[src/shared/emd_regs.svh]
// Purpose: constants for the external memory decode block
// Assumes: 40 MHz system clock, word addresses in hexadecimal
// Notes:   definitions only
`ifndef EMD_REGS_SVH
`define EMD_REGS_SVH

// memory map bounds (word addresses)
`define EMD_P_EXT_LO     16'h0200
`define EMD_P_EXT_HI     16'h1fff
`define EMD_X_EXT_LO     16'h0100
`define EMD_X_EXT_HI     16'h1fff
`define EMD_Y_EXT_LO     16'h0100
`define EMD_Y_EXT_HI     16'h3fff

// partition sizes in words
`define EMD_P_WORDS      16'h2000
`define EMD_X_WORDS      16'h2000
`define EMD_Y_WORDS      16'h4000

// ram geometry: three 32k x 8 devices
`define EMD_RAM_LANES    3
`define EMD_RAM_ABITS    15

// ram address bases inside the shared array
`define EMD_RAM_BASE_Y   15'h0000
`define EMD_RAM_BASE_X   15'h4000
`define EMD_RAM_BASE_P   15'h6000

// write strobe timing
`define EMD_CLK_MHZ      40
`define EMD_WR_HOLD_NS   15
`define EMD_WR_CYC  ((`EMD_WR_HOLD_NS*`EMD_CLK_MHZ+999)/1000)

// boot memory timing
`define EMD_BOOT_WAITS   15
`define EMD_BOOT_ACC_NS  1000
`define EMD_BOOT_CYC  ((`EMD_BOOT_ACC_NS*`EMD_CLK_MHZ+999)/1000)
`define EMD_BOOT_WORDS   16'h0200
`define EMD_FLASH_BLOCK  64

`endif

[src/shared/emd_pkg.sv]
// Purpose: types for the external memory decode block
// Assumes: emd_regs.svh constants
// Notes:   bus groups travel as packed structs
package emd_pkg;

    typedef enum logic [1:0] {
        EMD_SP_NONE,
        EMD_SP_P,
        EMD_SP_X,
        EMD_SP_Y
    } emd_space_t;

    // processor side request
    typedef struct packed {
        logic        prog_strobe;   // program_space_strobe, high active
        logic        data_strobe;   // data_space_strobe, high active
        logic        y_sel;         // data partition select, 1 = y
        logic        wr;            // write request
        logic        rd;            // read request
        logic [15:0] addr;
        logic [23:0] wdata;
    } emd_cpu_t;

    // static ram side
    typedef struct packed {
        logic        cs;
        logic        we;
        logic        oe;
        logic [14:0] addr;
        logic [23:0] wdata;
    } emd_ram_t;

    // boot memory side
    typedef struct packed {
        logic        cs;
        logic        oe;
        logic [14:0] addr;
    } emd_boot_t;

    typedef enum {
        EMD_BOOT_LOAD,
        EMD_BOOT_WAIT,
        EMD_BOOT_RUN
    } emd_bstate_t;

endpackage : emd_pkg

[src/design/emd_wr_stretch.sv]
// Purpose: lengthens the ram write strobe to a minimum window
// Assumes: write request is synchronous to clk_sys
// Notes:   strobe stays high at least EMD_WR_CYC cycles
`timescale 1ns/1ps
`include "emd_regs.svh"

module emd_wr_stretch (
    // clock and reset
    input  wire logic clk_sys,
    input  wire logic nrst,
    // request and stretched strobe
    input  wire logic wr_req,
    output logic      wr_out
);
    import emd_pkg::*;

    typedef struct packed {
        logic [3:0] cnt;
    } emd_ws_state_t;

    emd_ws_state_t st;
    emd_ws_state_t next_st;

    localparam logic [3:0] WR_CYC = 4'(`EMD_WR_CYC);

    // reload on request, count down afterwards
    always_comb begin
        next_st = st;
        if (wr_req) begin
            next_st.cnt = WR_CYC;
        end else if (st.cnt != 4'h0) begin
            next_st.cnt = st.cnt - 4'h1;
        end
    end

    always_ff @(posedge clk_sys) begin
        if (!nrst) begin
            st <= '0;
        end else begin
            st <= next_st;
        end
    end

    assign wr_out = wr_req | (st.cnt != 4'h0);

endmodule : emd_wr_stretch

[src/design/emd_decode.sv]
// Purpose: external memory decode between processor port and memories
// Assumes: requests are synchronous to clk_sys, boot memory is slow
// Notes:   ram is three byte lanes forming one 24-bit word
//
// Overview of operation
// - hex map: p, x, y external ranges
// - ram enabled only on space strobes
// - x 8 kW, y 16 kW, p 8 kW
// - three 32k by 8 rams side by side
// - write strobe held one extra 25 ns cycle to cover 15 ns
// - after reset copy boot memory, then run
// - boot reads take 15 wait states
`timescale 1ns/1ps
`include "emd_regs.svh"

module emd_decode (
    // clock and reset
    input  wire logic            clk_sys,
    input  wire logic            nrst,
    // processor port
    input  wire emd_pkg::emd_cpu_t cpu,
    output logic                 cpu_ready,
    output logic [23:0]          cpu_rdata,
    output logic                 boot_busy,
    output logic                 ext_hit,
    // static ram lanes
    output emd_pkg::emd_ram_t    ram,
    output logic [2:0]           ram_lane_cs,
    input  wire logic [23:0]     ram_rdata,
    // boot memory
    output emd_pkg::emd_boot_t   boot,
    input  wire logic [7:0]      boot_rdata,
    // internal program memory load port
    output logic                 load_we,
    output logic [15:0]          load_addr,
    output logic [23:0]          load_data
);
    import emd_pkg::*;

    typedef struct packed {
        emd_bstate_t bst;
        logic [4:0]  wait_cnt;
        logic [1:0]  byte_idx;
        logic [15:0] word_idx;
        logic [23:0] asm_word;
        logic        load_we;
        logic [15:0] load_addr;
        logic [23:0] load_data;
        logic [23:0] rdata;
        logic        ready;
    } emd_st_t;

    emd_st_t st;
    emd_st_t next_st;

    localparam logic [4:0] BOOT_WAITS = 5'(`EMD_BOOT_WAITS);

    // classify an address and strobe pair into a space
    function automatic emd_space_t emd_classify(input emd_cpu_t c);
        emd_space_t s;
        s = EMD_SP_NONE;
        if (c.prog_strobe && c.addr >= `EMD_P_EXT_LO
            && c.addr <= `EMD_P_EXT_HI) begin
            s = EMD_SP_P;
        end else if (c.data_strobe && !c.y_sel
            && c.addr >= `EMD_X_EXT_LO && c.addr <= `EMD_X_EXT_HI) begin
            s = EMD_SP_X;
        end else if (c.data_strobe && c.y_sel
            && c.addr >= `EMD_Y_EXT_LO && c.addr <= `EMD_Y_EXT_HI) begin
            s = EMD_SP_Y;
        end
        return s;
    endfunction : emd_classify

    function automatic logic [14:0] emd_ram_addr(input emd_space_t s,
                                                 input logic [15:0] a);
        logic [14:0] r;
        r = 15'h0000;
        unique case (s)
            EMD_SP_Y:    r = `EMD_RAM_BASE_Y | {1'b0, a[13:0]};
            EMD_SP_X:    r = `EMD_RAM_BASE_X | {2'b00, a[12:0]};
            EMD_SP_P:    r = `EMD_RAM_BASE_P | {2'b00, a[12:0]};
            EMD_SP_NONE: r = 15'h0000;
        endcase
        return r;
    endfunction : emd_ram_addr

    emd_space_t space;
    logic       ram_sel;
    logic       wr_long;

    assign space   = emd_classify(cpu);
    assign ram_sel = (space != EMD_SP_NONE) && (st.bst == EMD_BOOT_RUN);

    emd_wr_stretch u_wr (
        .clk_sys (clk_sys),
        .nrst    (nrst),
        .wr_req  (ram_sel & cpu.wr),
        .wr_out  (wr_long)
    );

    always_comb begin
        next_st = st;
        next_st.load_we = 1'b0;
        next_st.ready   = 1'b0;
        unique case (st.bst)
            EMD_BOOT_LOAD: begin
                next_st.wait_cnt = BOOT_WAITS;
                next_st.bst      = EMD_BOOT_WAIT;
            end
            EMD_BOOT_WAIT: begin
                if (st.wait_cnt != 5'h00) begin
                    next_st.wait_cnt = st.wait_cnt - 5'h01;
                end else begin
                    // byte 0 is the low byte of the word
                    next_st.asm_word = {boot_rdata, st.asm_word[23:8]};
                    if (st.byte_idx == 2'd2) begin
                        next_st.byte_idx  = 2'd0;
                        next_st.load_we   = 1'b1;
                        next_st.load_addr = st.word_idx;
                        next_st.load_data = {boot_rdata, st.asm_word[23:8]};
                        next_st.word_idx  = st.word_idx + 16'h0001;
                        if (st.word_idx == `EMD_BOOT_WORDS - 16'h0001) begin
                            next_st.bst = EMD_BOOT_RUN;
                        end else begin
                            next_st.bst = EMD_BOOT_LOAD;
                        end
                    end else begin
                        next_st.byte_idx = st.byte_idx + 2'd1;
                        next_st.bst      = EMD_BOOT_LOAD;
                    end
                end
            end
            EMD_BOOT_RUN: begin
                next_st.ready = ram_sel & cpu.rd;
                if (ram_sel & cpu.rd) begin
                    next_st.rdata = ram_rdata;
                end
            end
        endcase
    end

    always_ff @(posedge clk_sys) begin
        if (!nrst) begin
            st <= '{bst: EMD_BOOT_LOAD, default: '0};
        end else begin
            st <= next_st;
        end
    end

    always_comb begin
        ram       = '0;
        ram.cs    = ram_sel;
        // a read right after a write must not see the stretched strobe
        ram.we    = wr_long & (st.bst == EMD_BOOT_RUN)
                    & !(ram_sel & cpu.rd);
        ram.oe    = ram_sel & cpu.rd;
        ram.addr  = emd_ram_addr(space, cpu.addr);
        ram.wdata = cpu.wdata;
    end

    genvar g;
    generate
        for (g = 0; g < `EMD_RAM_LANES; g++) begin : g_lane
            assign ram_lane_cs[g] = ram.cs;
        end
    endgenerate

    // boot memory drive, byte address = word * 3 + byte
    always_comb begin
        boot      = '0;
        boot.cs   = (st.bst != EMD_BOOT_RUN);
        boot.oe   = (st.bst != EMD_BOOT_RUN);
        boot.addr = 15'(st.word_idx * 16'h0003 + {14'h0000, st.byte_idx});
    end

    assign cpu_ready = st.ready;
    assign cpu_rdata = st.rdata;
    assign boot_busy = (st.bst != EMD_BOOT_RUN);
    assign ext_hit   = ram_sel;
    assign load_we   = st.load_we;
    assign load_addr = st.load_addr;
    assign load_data = st.load_data;

endmodule : emd_decode

[config.mk]
export PLATFORM = sky130hd
export DESIGN_NAME = emd_decode
export DESIGN_NICKNAME = d
export VERILOG_FILES = /design/src/shared/emd_pkg.sv /design/src/design/emd_wr_stretch.sv /design/src/design/emd_decode.sv
export VERILOG_INCLUDE_DIRS = /design/src /design/src/shared
export SDC_FILE = /design/constraint.sdc
export NUM_CORES = 1
export LEC_CHECK = 0
export BUFFER_PORTS_ARGS = -buffer_cell sky130_fd_sc_hd__buf_2
export CAP_MARGIN = 5
export CORE_UTILIZATION = 45
export DETAILED_ROUTE_END_ITERATION = 10
export MAX_ROUTING_LAYER = met4
export PLACE_DENSITY = 0.73
export SYNTH_ARGS = -nofsm -noshare
export SYNTH_HDL_FRONTEND = slang
export SYNTH_SLANG_ARGS = --single-unit
[constraint.sdc]
create_clock -name clk_sys -period 4 [get_ports clk_sys]
set_input_delay 0.8 -clock clk_sys [delete_from_list [all_inputs] [get_ports clk_sys]]
set_output_delay 0.8 -clock clk_sys [all_outputs]
set_load 0.1 [all_outputs]
* Word level (Yosys, flattened, before mapping)
Cells that the tools add are included.
** Operators by class
- Add/sub/neg operators :: 5
- Multipliers :: 1
- Order comparisons :: 4
- Equality and inequality tests :: 11
- Multiplexer cells :: 13
- Bitwise logic cells :: 8
- Reduce and logical (&&, ||, !) cells :: 26
** Operators with widths (number)
- $pmux 37 s2 :: 1
- $pmux 15 s4 :: 1
- $mux 41 :: 1
- $eq 32x1->1 const B :: 1
- $eq 32x2->1 const B :: 1
- $eq 32x3->1 const B :: 1
- $logic_not 32->1 :: 1
- $mux 32 :: 1
- $ne 32x3->1 const B :: 1
- $add 16x1->16 const B :: 1
- $eq 16x9->1 const B :: 1
- $ge 16x10->1 const B :: 1
- $ge 16x9->1 const B :: 1
- $le 16x13->1 const B :: 1
- $le 16x14->1 const B :: 1
- $mul 16x2->15 const B :: 1
- $add 15x2->15 :: 1
- $mux 2 :: 6
- $reduce_and 2->1 :: 5
- $logic_and 1x1->1 :: 9
- $eq 2x2->1 const B :: 3
- $reduce_bool 2->1 :: 3
- $mux 5 :: 1
- $reduce_bool 5->1 :: 1
- other kinds (15) :: 23
** Word-level totals
- Bits in registers :: 149
- Input port bits :: 79
- Word-level logic and storage cells :: 80

* Depth between registers and ports, before layout
Gate-level depths: netlist of the first run.
- Depth in word-level cells :: 12
- Depth in mapped cells :: 10
- Depth with buffers taken out :: 10

* By module
From an unflattened synthesis of the first run, not the netlist that was laid out.
** Second synthesis, totals
- Cell total of the unflattened synthesis :: 728
- Area total of the unflattened synthesis :: 6187.2 µm²
** By module, submodules not included
- emd_decode :: times used 1, cells each 707, area an instance 5975.7 µm², sequential area each 2142.1 µm²
- emd_wr_stretch :: times used 1, cells each 21, area an instance 211.5 µm², sequential area each 80.1 µm²

* Least setup slack after synthesis of the first run
Ideal clock, no wire load.
- Kind :: reg-to-output
- From :: register st[90] (netlist name)
- To :: output boot[14] (netlist name)
- Arrival :: 4.426 ns
- Setup slack :: -1.226 ns
- Cell stages (with the launch flop) :: 9
- Path buffers :: 0
- Cell sequence :: dfxtp_1 > fa_1 > ha_1 > a21o_1 > and4_1 > a311oi_2 > o21ai_2 > a311o_1 > a211oi_1
** RTL lines
- from (decl) :: line emd_decode.sv:53 : emd_st_t st;
- from (signal assigned) :: line emd_decode.sv:147 : st <= next_st;
- to (decl) :: line emd_decode.sv:31 : output emd_pkg::emd_boot_t boot,

==> reports/summary.txt, run 1 <==
Status = complete, but fails checks
Failing checks = negative setup slack
RSZ-0062 raised after global routing = true
WL/cell = 12.51 um
Syn_area_per_cell = 8.463 sq um
WP data required = 3.20 ns
Post-synth top area share = 36.42%
RR Startpoint = st[108]
Achievable clock frequency = 245.7 MHz
GRT Residual Overflow = 0
Layout cells sized above 1 = 29.82%
Post-CTS Hold Fix Bufs = 0
Min-delay src = cpu_rdata[3]
Adder-cell share of the synthesized area = 7.628%
Syn nets = 836
CP Launch Type = flip-flop
Async SR Flop Fraction = 0%
PwrDens = 328.3 nW/um^2
Die W = 118.5 um
Yosys cell types = 50
Worst setup path startpoint = st[91]
Initial Util = 46.08%
Num CTS Buffers = 9
# rows = 42
Synthesized area = 6102 sq um
Die area = 14,030 sq um
Clk slew on worst S/H paths = 0.07 ns
XOR/XNOR Fraction of Synth Area = 4.162%
Cell taking the most area after synthesis = dfxtp_1
Max cap viols = 0
FF+latch count, synth = 111
Hpwl dp = 8362 um
Filler Cell Count = 1,291
Top_reg_cell synth = dfxtp_1
Count leader, synth = nand2_1
Iter 0 DRT Violations = 252
Clock latency on the worst-skew pair = 0.34 ns
Cell total after placement = 936
Final Hold Vio Count = 0
CP Class = flip-flop to primary output
Vias = 4,635
Ports = 209
Drt total wl = 12,060 um
Diode count = 0
Number of synthesized flops with an enable pin = 0
Antenna violations before repair = 0
Fin Clk Skew = 0.006806 ns
Largest family of logic cells by synthesized area = simple AND/OR/NAND/NOR gates
Global placement routability congestion = 0.7693
Die Height = 118.5 um
Sequential area share after synthesis = 36.42%
Core Area = 13,240 sq um
Final min period = 4.070 ns
DRT antenna net count = 0
Setup Viol. Count Final = 2
Layout area overhead = 12.63%
Final Non-Filler Cells = 964
Worst Tran Pin Value = 0.7974 ns
Maximum vdd drop = 0.0002040 V
CP arrival = 3.27 ns
Critical Path Sink Type = primary output
Compound-cell area share of the yosys netlist = 15.07%
Drt via density = 4.808
Synth warnings = 0
First-pass GRT wire length = 19,650 um
Core Util, Final = 51.90%
Nets = 899
Simple-gate area share of the yosys netlist = 20.89%
CTS Root Cell = clkbuf_16
Largest net degree at the start of global routing = 56
# port buffers = 160
Final worst slack = -0.07030 ns
Lkg Pwr = 3.133 nW
Syn Inst Count = 721
Sink Count = 111
CP max FO = 3
Vias in the first global route = 4,176
Mux contribution to synthesized area = 0.1640%
H-tree depth = 3
All-Layer GR Usage = 17.52%
HP Class = flip-flop to flip-flop
Synth area leaders = dfxtp_1 36%, buf_4 12%, nand2_1 9.7%
Final Cycle Share = 101.8%
Slew HR = 46.84%
Top post-synthesis cells by count = 158 x nand2_1, 111 x dfxtp_1, 94 x buf_4
Slew Viols, Final = 0
Drt first pass iters = 5
CTS tree = done
Longest Clk Path Bufs = 2
Drt drc = 0
[layer usage]
layer	share of wire (%)	track usage, %
met1	48	22.57
met2	47	27.61
met3	3.3	2.365
met4	1.6	7.437
met5	0	-
[final timing paths]
path / end / slack (ns) / cells past startpoint
worst min register to register: cpu_rdata[3] / 0.45 / 2
worst max register to register: st[104] / 1.84 / 9
worst min-delay path: cpu_rdata[3] / 0.45 / 2
worst max-delay path: boot[13] / -0.07 / 12
[through the flow]
step	TNS (ns)	setup slack, ns	power, mW	area [sq um]	hold slack, ns
global route	-0.5808	-0.2429	2.367	6873	0.4628
finish	-0.07647	-0.07030	2.256	6873	0.4466
CTS	-0.02030	-0.02030	2.290	6749	0.4476
global placement	0	0.2184	1.422	6435	0.4333
detailed placement	0	0.2075	1.427	6435	0.4362
floorplan	-0.4422	-0.3540	1.475	6156	0.4288
[layout make-up]
| cell class | count | area (sq um) | share of cell area [%] |
|---|---|---|---|
| timing repair buffer | 180 | 1044 | 15.18 |
| sequential | 111 | 2231 | 32.46 |
| inverter | 18 | 67.56 | 0.9831 |
| clock inverter | 2 | 13.76 | 0.2003 |
| tap | 176 | 220.2 | 3.204 |
| clock buffer | 13 | 270.3 | 3.932 |
| multi-input combinational | 464 | 3027 | 44.04 |
[critical path: stages (launching register included)]
cell and delay, ns:
dfxtp_4 0.36, fa_1 0.58, ha_2 0.22, inv_2 0.05
fa_2 0.42, nor2b_4 0.14, o2111ai_2 0.16, a21boi_2 0.21
buf_4 0.13, a2111oi_2 0.06, nor3_2 0.24, xnor2_2 0.16
buf_12 0.20
[cells by family after synthesis]
| group | after synthesis |
|---|---|
| AO/OA/AOI/OAI | 126 |
| XOR/XNOR | 29 |
| adder cells (fa/ha/maj) | 36 |
| buffers and inverters | 146 |
| flip-flops | 111 |
| multiplexers | 1 |
| AND/OR/NAND/NOR | 272 |
[flip-flops by register name (all words and copies together) (netlist names)]
name and count:
load_we 1, load_addr 16, st 41, u_wr.st 4, cpu_ready 1, load_data 24, cpu_rdata 24
[layout by cell type (no fill, tap or decap), drive strengths merged, types with 2 or more instances in the layout]
cell / n
and3: 7
a21o: 4
o21a: 4
and4: 3
nand3: 33
a21oi: 12
xor2: 3
nor3: 8
fa: 2
ha: 34
dfxtp: 111
or3: 2
nor2b: 5
a21boi: 60
a211oi: 2
inv: 19
xnor2: 26
a2111oi: 2
nand2: 158
nor2: 13
and2: 33
a311oi: 2
o21ai: 32
o211a: 2
clkbuf: 13
buf: 180
nor3b: 5
nand4: 3
[power breakdown]
part | switching [mW] | internal, mW
Sequential | 0.0211 | 1.13
Clock | 0.385 | 0.472
Combinational | 0.150 | 0.0964
[timing repair]
item | in CTS | in global routing
resized for setup | 5 | 13
endpoints found under the hold margin | 0 | 0
setup endpoints to repair | 4 | 6
setup buffers | 3 | 11
pin swaps | 7 | 12
gates cloned | 0 | 0
No activity file was read; power rests on OpenSTA's default activity.
==> inputs of run 2 (changes only) <==
- clock period: 4 -> 5.02 ns (I/O delays scaled with it)
==> reports/summary.txt, run 2 (synthesized netlist as in run 1, its figures left out) <==
Die W = 118.5 um (unchanged)
RSZ-0062 raised after global routing = false
Number of flip-flops in the largest register = 41 (unchanged)
Largest net degree at the start of global routing = 78 (+39%)
CTS-repair resized insts = 0 (-5)
Core Area = 13,240 sq um (unchanged)
Drt total wl = 11,580 um (-3.9%)
Worst reg-to-reg setup slack = 2.45 ns (+0.61 ns)
Capturing point of the worst reg2reg path = st[104]
Antenna violations before repair = 0 (unchanged)
R2R depth = 8 (-1)
Vias in the first global route = 4,104 (-1.7%)
CP Class = flip-flop to primary output
GRT Residual Overflow = 0 (unchanged)
Post-CTS Hold Fix Bufs = 0 (unchanged)
Initial Util = 46.08% (unchanged)
CP max FO = 6 (+3)
Max cap viols = 0 (unchanged)
Drt via density = 4.857 (+1.0%)
Biggest register = st
Longest Clk Path Bufs = 2 (unchanged)
All-Layer GR Usage = 17.18% (-0.34 points)
Num CTS Buffers = 9 (unchanged)
Die Height = 118.5 um (unchanged)
DP Area = 6280 sq um (-2.4%)
Clock latency on the worst-skew pair = 0.34 ns (about the same)
Sink Count = 111 (unchanged)
Layout cells sized above 1 = 25.94% (-3.9 points)
Setup Viol. Count Final = 0 (-2)
Final min period = 4.658 ns
Post-CTS Setup Inserts = 0 (-3)
Slew HR = 34.09% (-13 points)
DRT antenna net count = 0 (unchanged)
Critical Path Sink Type = primary output
Lkg Pwr = 2.985 nW (-4.7%)
Nets = 883 (-1.8%)
RR Startpoint = st[108]
Drt drc = 0 (unchanged)
CTS Root Cell = clkbuf_16
# port buffers = 160 (unchanged)
Core Util, Final = 49.59% (-2.3 points)
WP data required = 4.02 ns (+0.82 ns)
H-tree depth = 3 (unchanged)
Final Cycle Share = 92.79%
CP Launch Type = flip-flop
Iter 0 DRT Violations = 192 (-24%)
Commonest non-fill, non-tap cell in the layout = buf_2
Ports = 209 (unchanged)
Fin Clk Skew = 0.007535 ns (+0.0007286 ns)
Worst Tran Pin Value = 0.9886 ns (+0.1913 ns)
Global placement routability congestion = 0.7988 (+3.8%)
Status = complete, no violations
Layout area overhead = 7.628%
Maximum vdd drop = 0.0001727 V (-15%)
HP Class = flip-flop to flip-flop
WL/cell = 12.23 um (-2.2%)
Min-Delay Endpoint = cpu_rdata[6]
Diode count = 0 (unchanged)
CTS tree = done
Clk slew on worst S/H paths = 0.07 ns (about the same)
Slew Viols, Final = 0 (unchanged)
Min-delay src = cpu_rdata[6]
Achievable clock frequency = 214.7 MHz
Drt first pass iters = 4 (-1)
Die area = 14,030 sq um (unchanged)
Setup TNS = 0 ns (+0.07647 ns)
Final Hold Vio Count = 0 (unchanged)
Design Area, Final = 6568 sq um (-4.4%)
Hpwl dp = 8301 um (-0.73%)
Hold path depth = 2 (unchanged)
First-pass GRT wire length = 19,260 um (-2.0%)
CP arrival = 3.65 ns (+0.38 ns)
Most frequent cells in the layout = 159 x buf_2, 158 x nand2_1, 111 x dfxtp_1
Vias = 4,600 (-0.76%)
# rows = 42 (unchanged)
PwrDens = 277.3 nW/um^2 (-16%)
-- run 2: cell types whose count changed in the layout (fill, tap and decap cells not counted), sizes merged --
cell      delta
buf         -16
inv          -1
bufinv       +1
clkinv       -1
clkbuf       -2
clkinvlp     +2
-- run 2: per-layer routing --
metal / routed length [um] / global-route usage (%)
met4: 125 / 4.984
met2: 5492 / 27.87
met1: 5537 / 21.39
met5: 0 / -
met3: 428 / 3.861
-- run 2: area by class of cell --
cell class / count / area [sq um]
fillers: 1302 / 6675
clock buffers: 11 / 242.7
repair buffers: 164 / 833.3
multi-input cells: 464 / 2937
clock inverters: 3 / 45.04
flip-flops and latches: 111 / 2222
well taps: 176 / 220.2
inverters: 18 / 67.56
-- run 2: critical path, cell delays in order, from the launching register on --
cell and delay, ns:
dfxtp_1 0.38, fa_1 0.56, ha_1 0.18, inv_1 0.07, fa_1 0.40, nor2b_1 0.19
o2111ai_1 0.14, a21boi_0 0.41, a2111oi_0 0.18, nor3_1 0.23, xnor2_1 0.14, buf_2 0.44
-- run 2: how the worst max path moves through the flow --
stage                       from        to  slack (ns)
after global placement    st[90]  boot[13]        0.76
final                     st[90]  boot[13]        0.36
after detailed placement  st[90]  boot[13]        0.70
after CTS                 st[90]  boot[13]        0.31
after floorplan           st[90]   boot[9]        0.19
after global routing      st[90]  boot[13]        0.06
-- run 2: power breakdown --
part           switching, mW  total [mW]  internal, mW
registers             0.0171       0.920         0.902
clock network          0.312       0.708         0.396
logic                  0.117       0.194        0.0763
-- run 2: metrics by stage --
stage | power [mW] | setup slack [ns] | hold slack, ns | cells
after floorplan | 1.175 | 0.1864 | 0.4288 | 721
after global placement | 1.133 | 0.7589 | 0.4342 | 933
after detailed placement | 1.137 | 0.7018 | 0.4393 | 933
after CTS | 1.849 | 0.3141 | 0.4493 | 947
after global routing | 1.902 | 0.05611 | 0.4624 | 947
final | 1.821 | 0.3617 | 0.4473 | 947
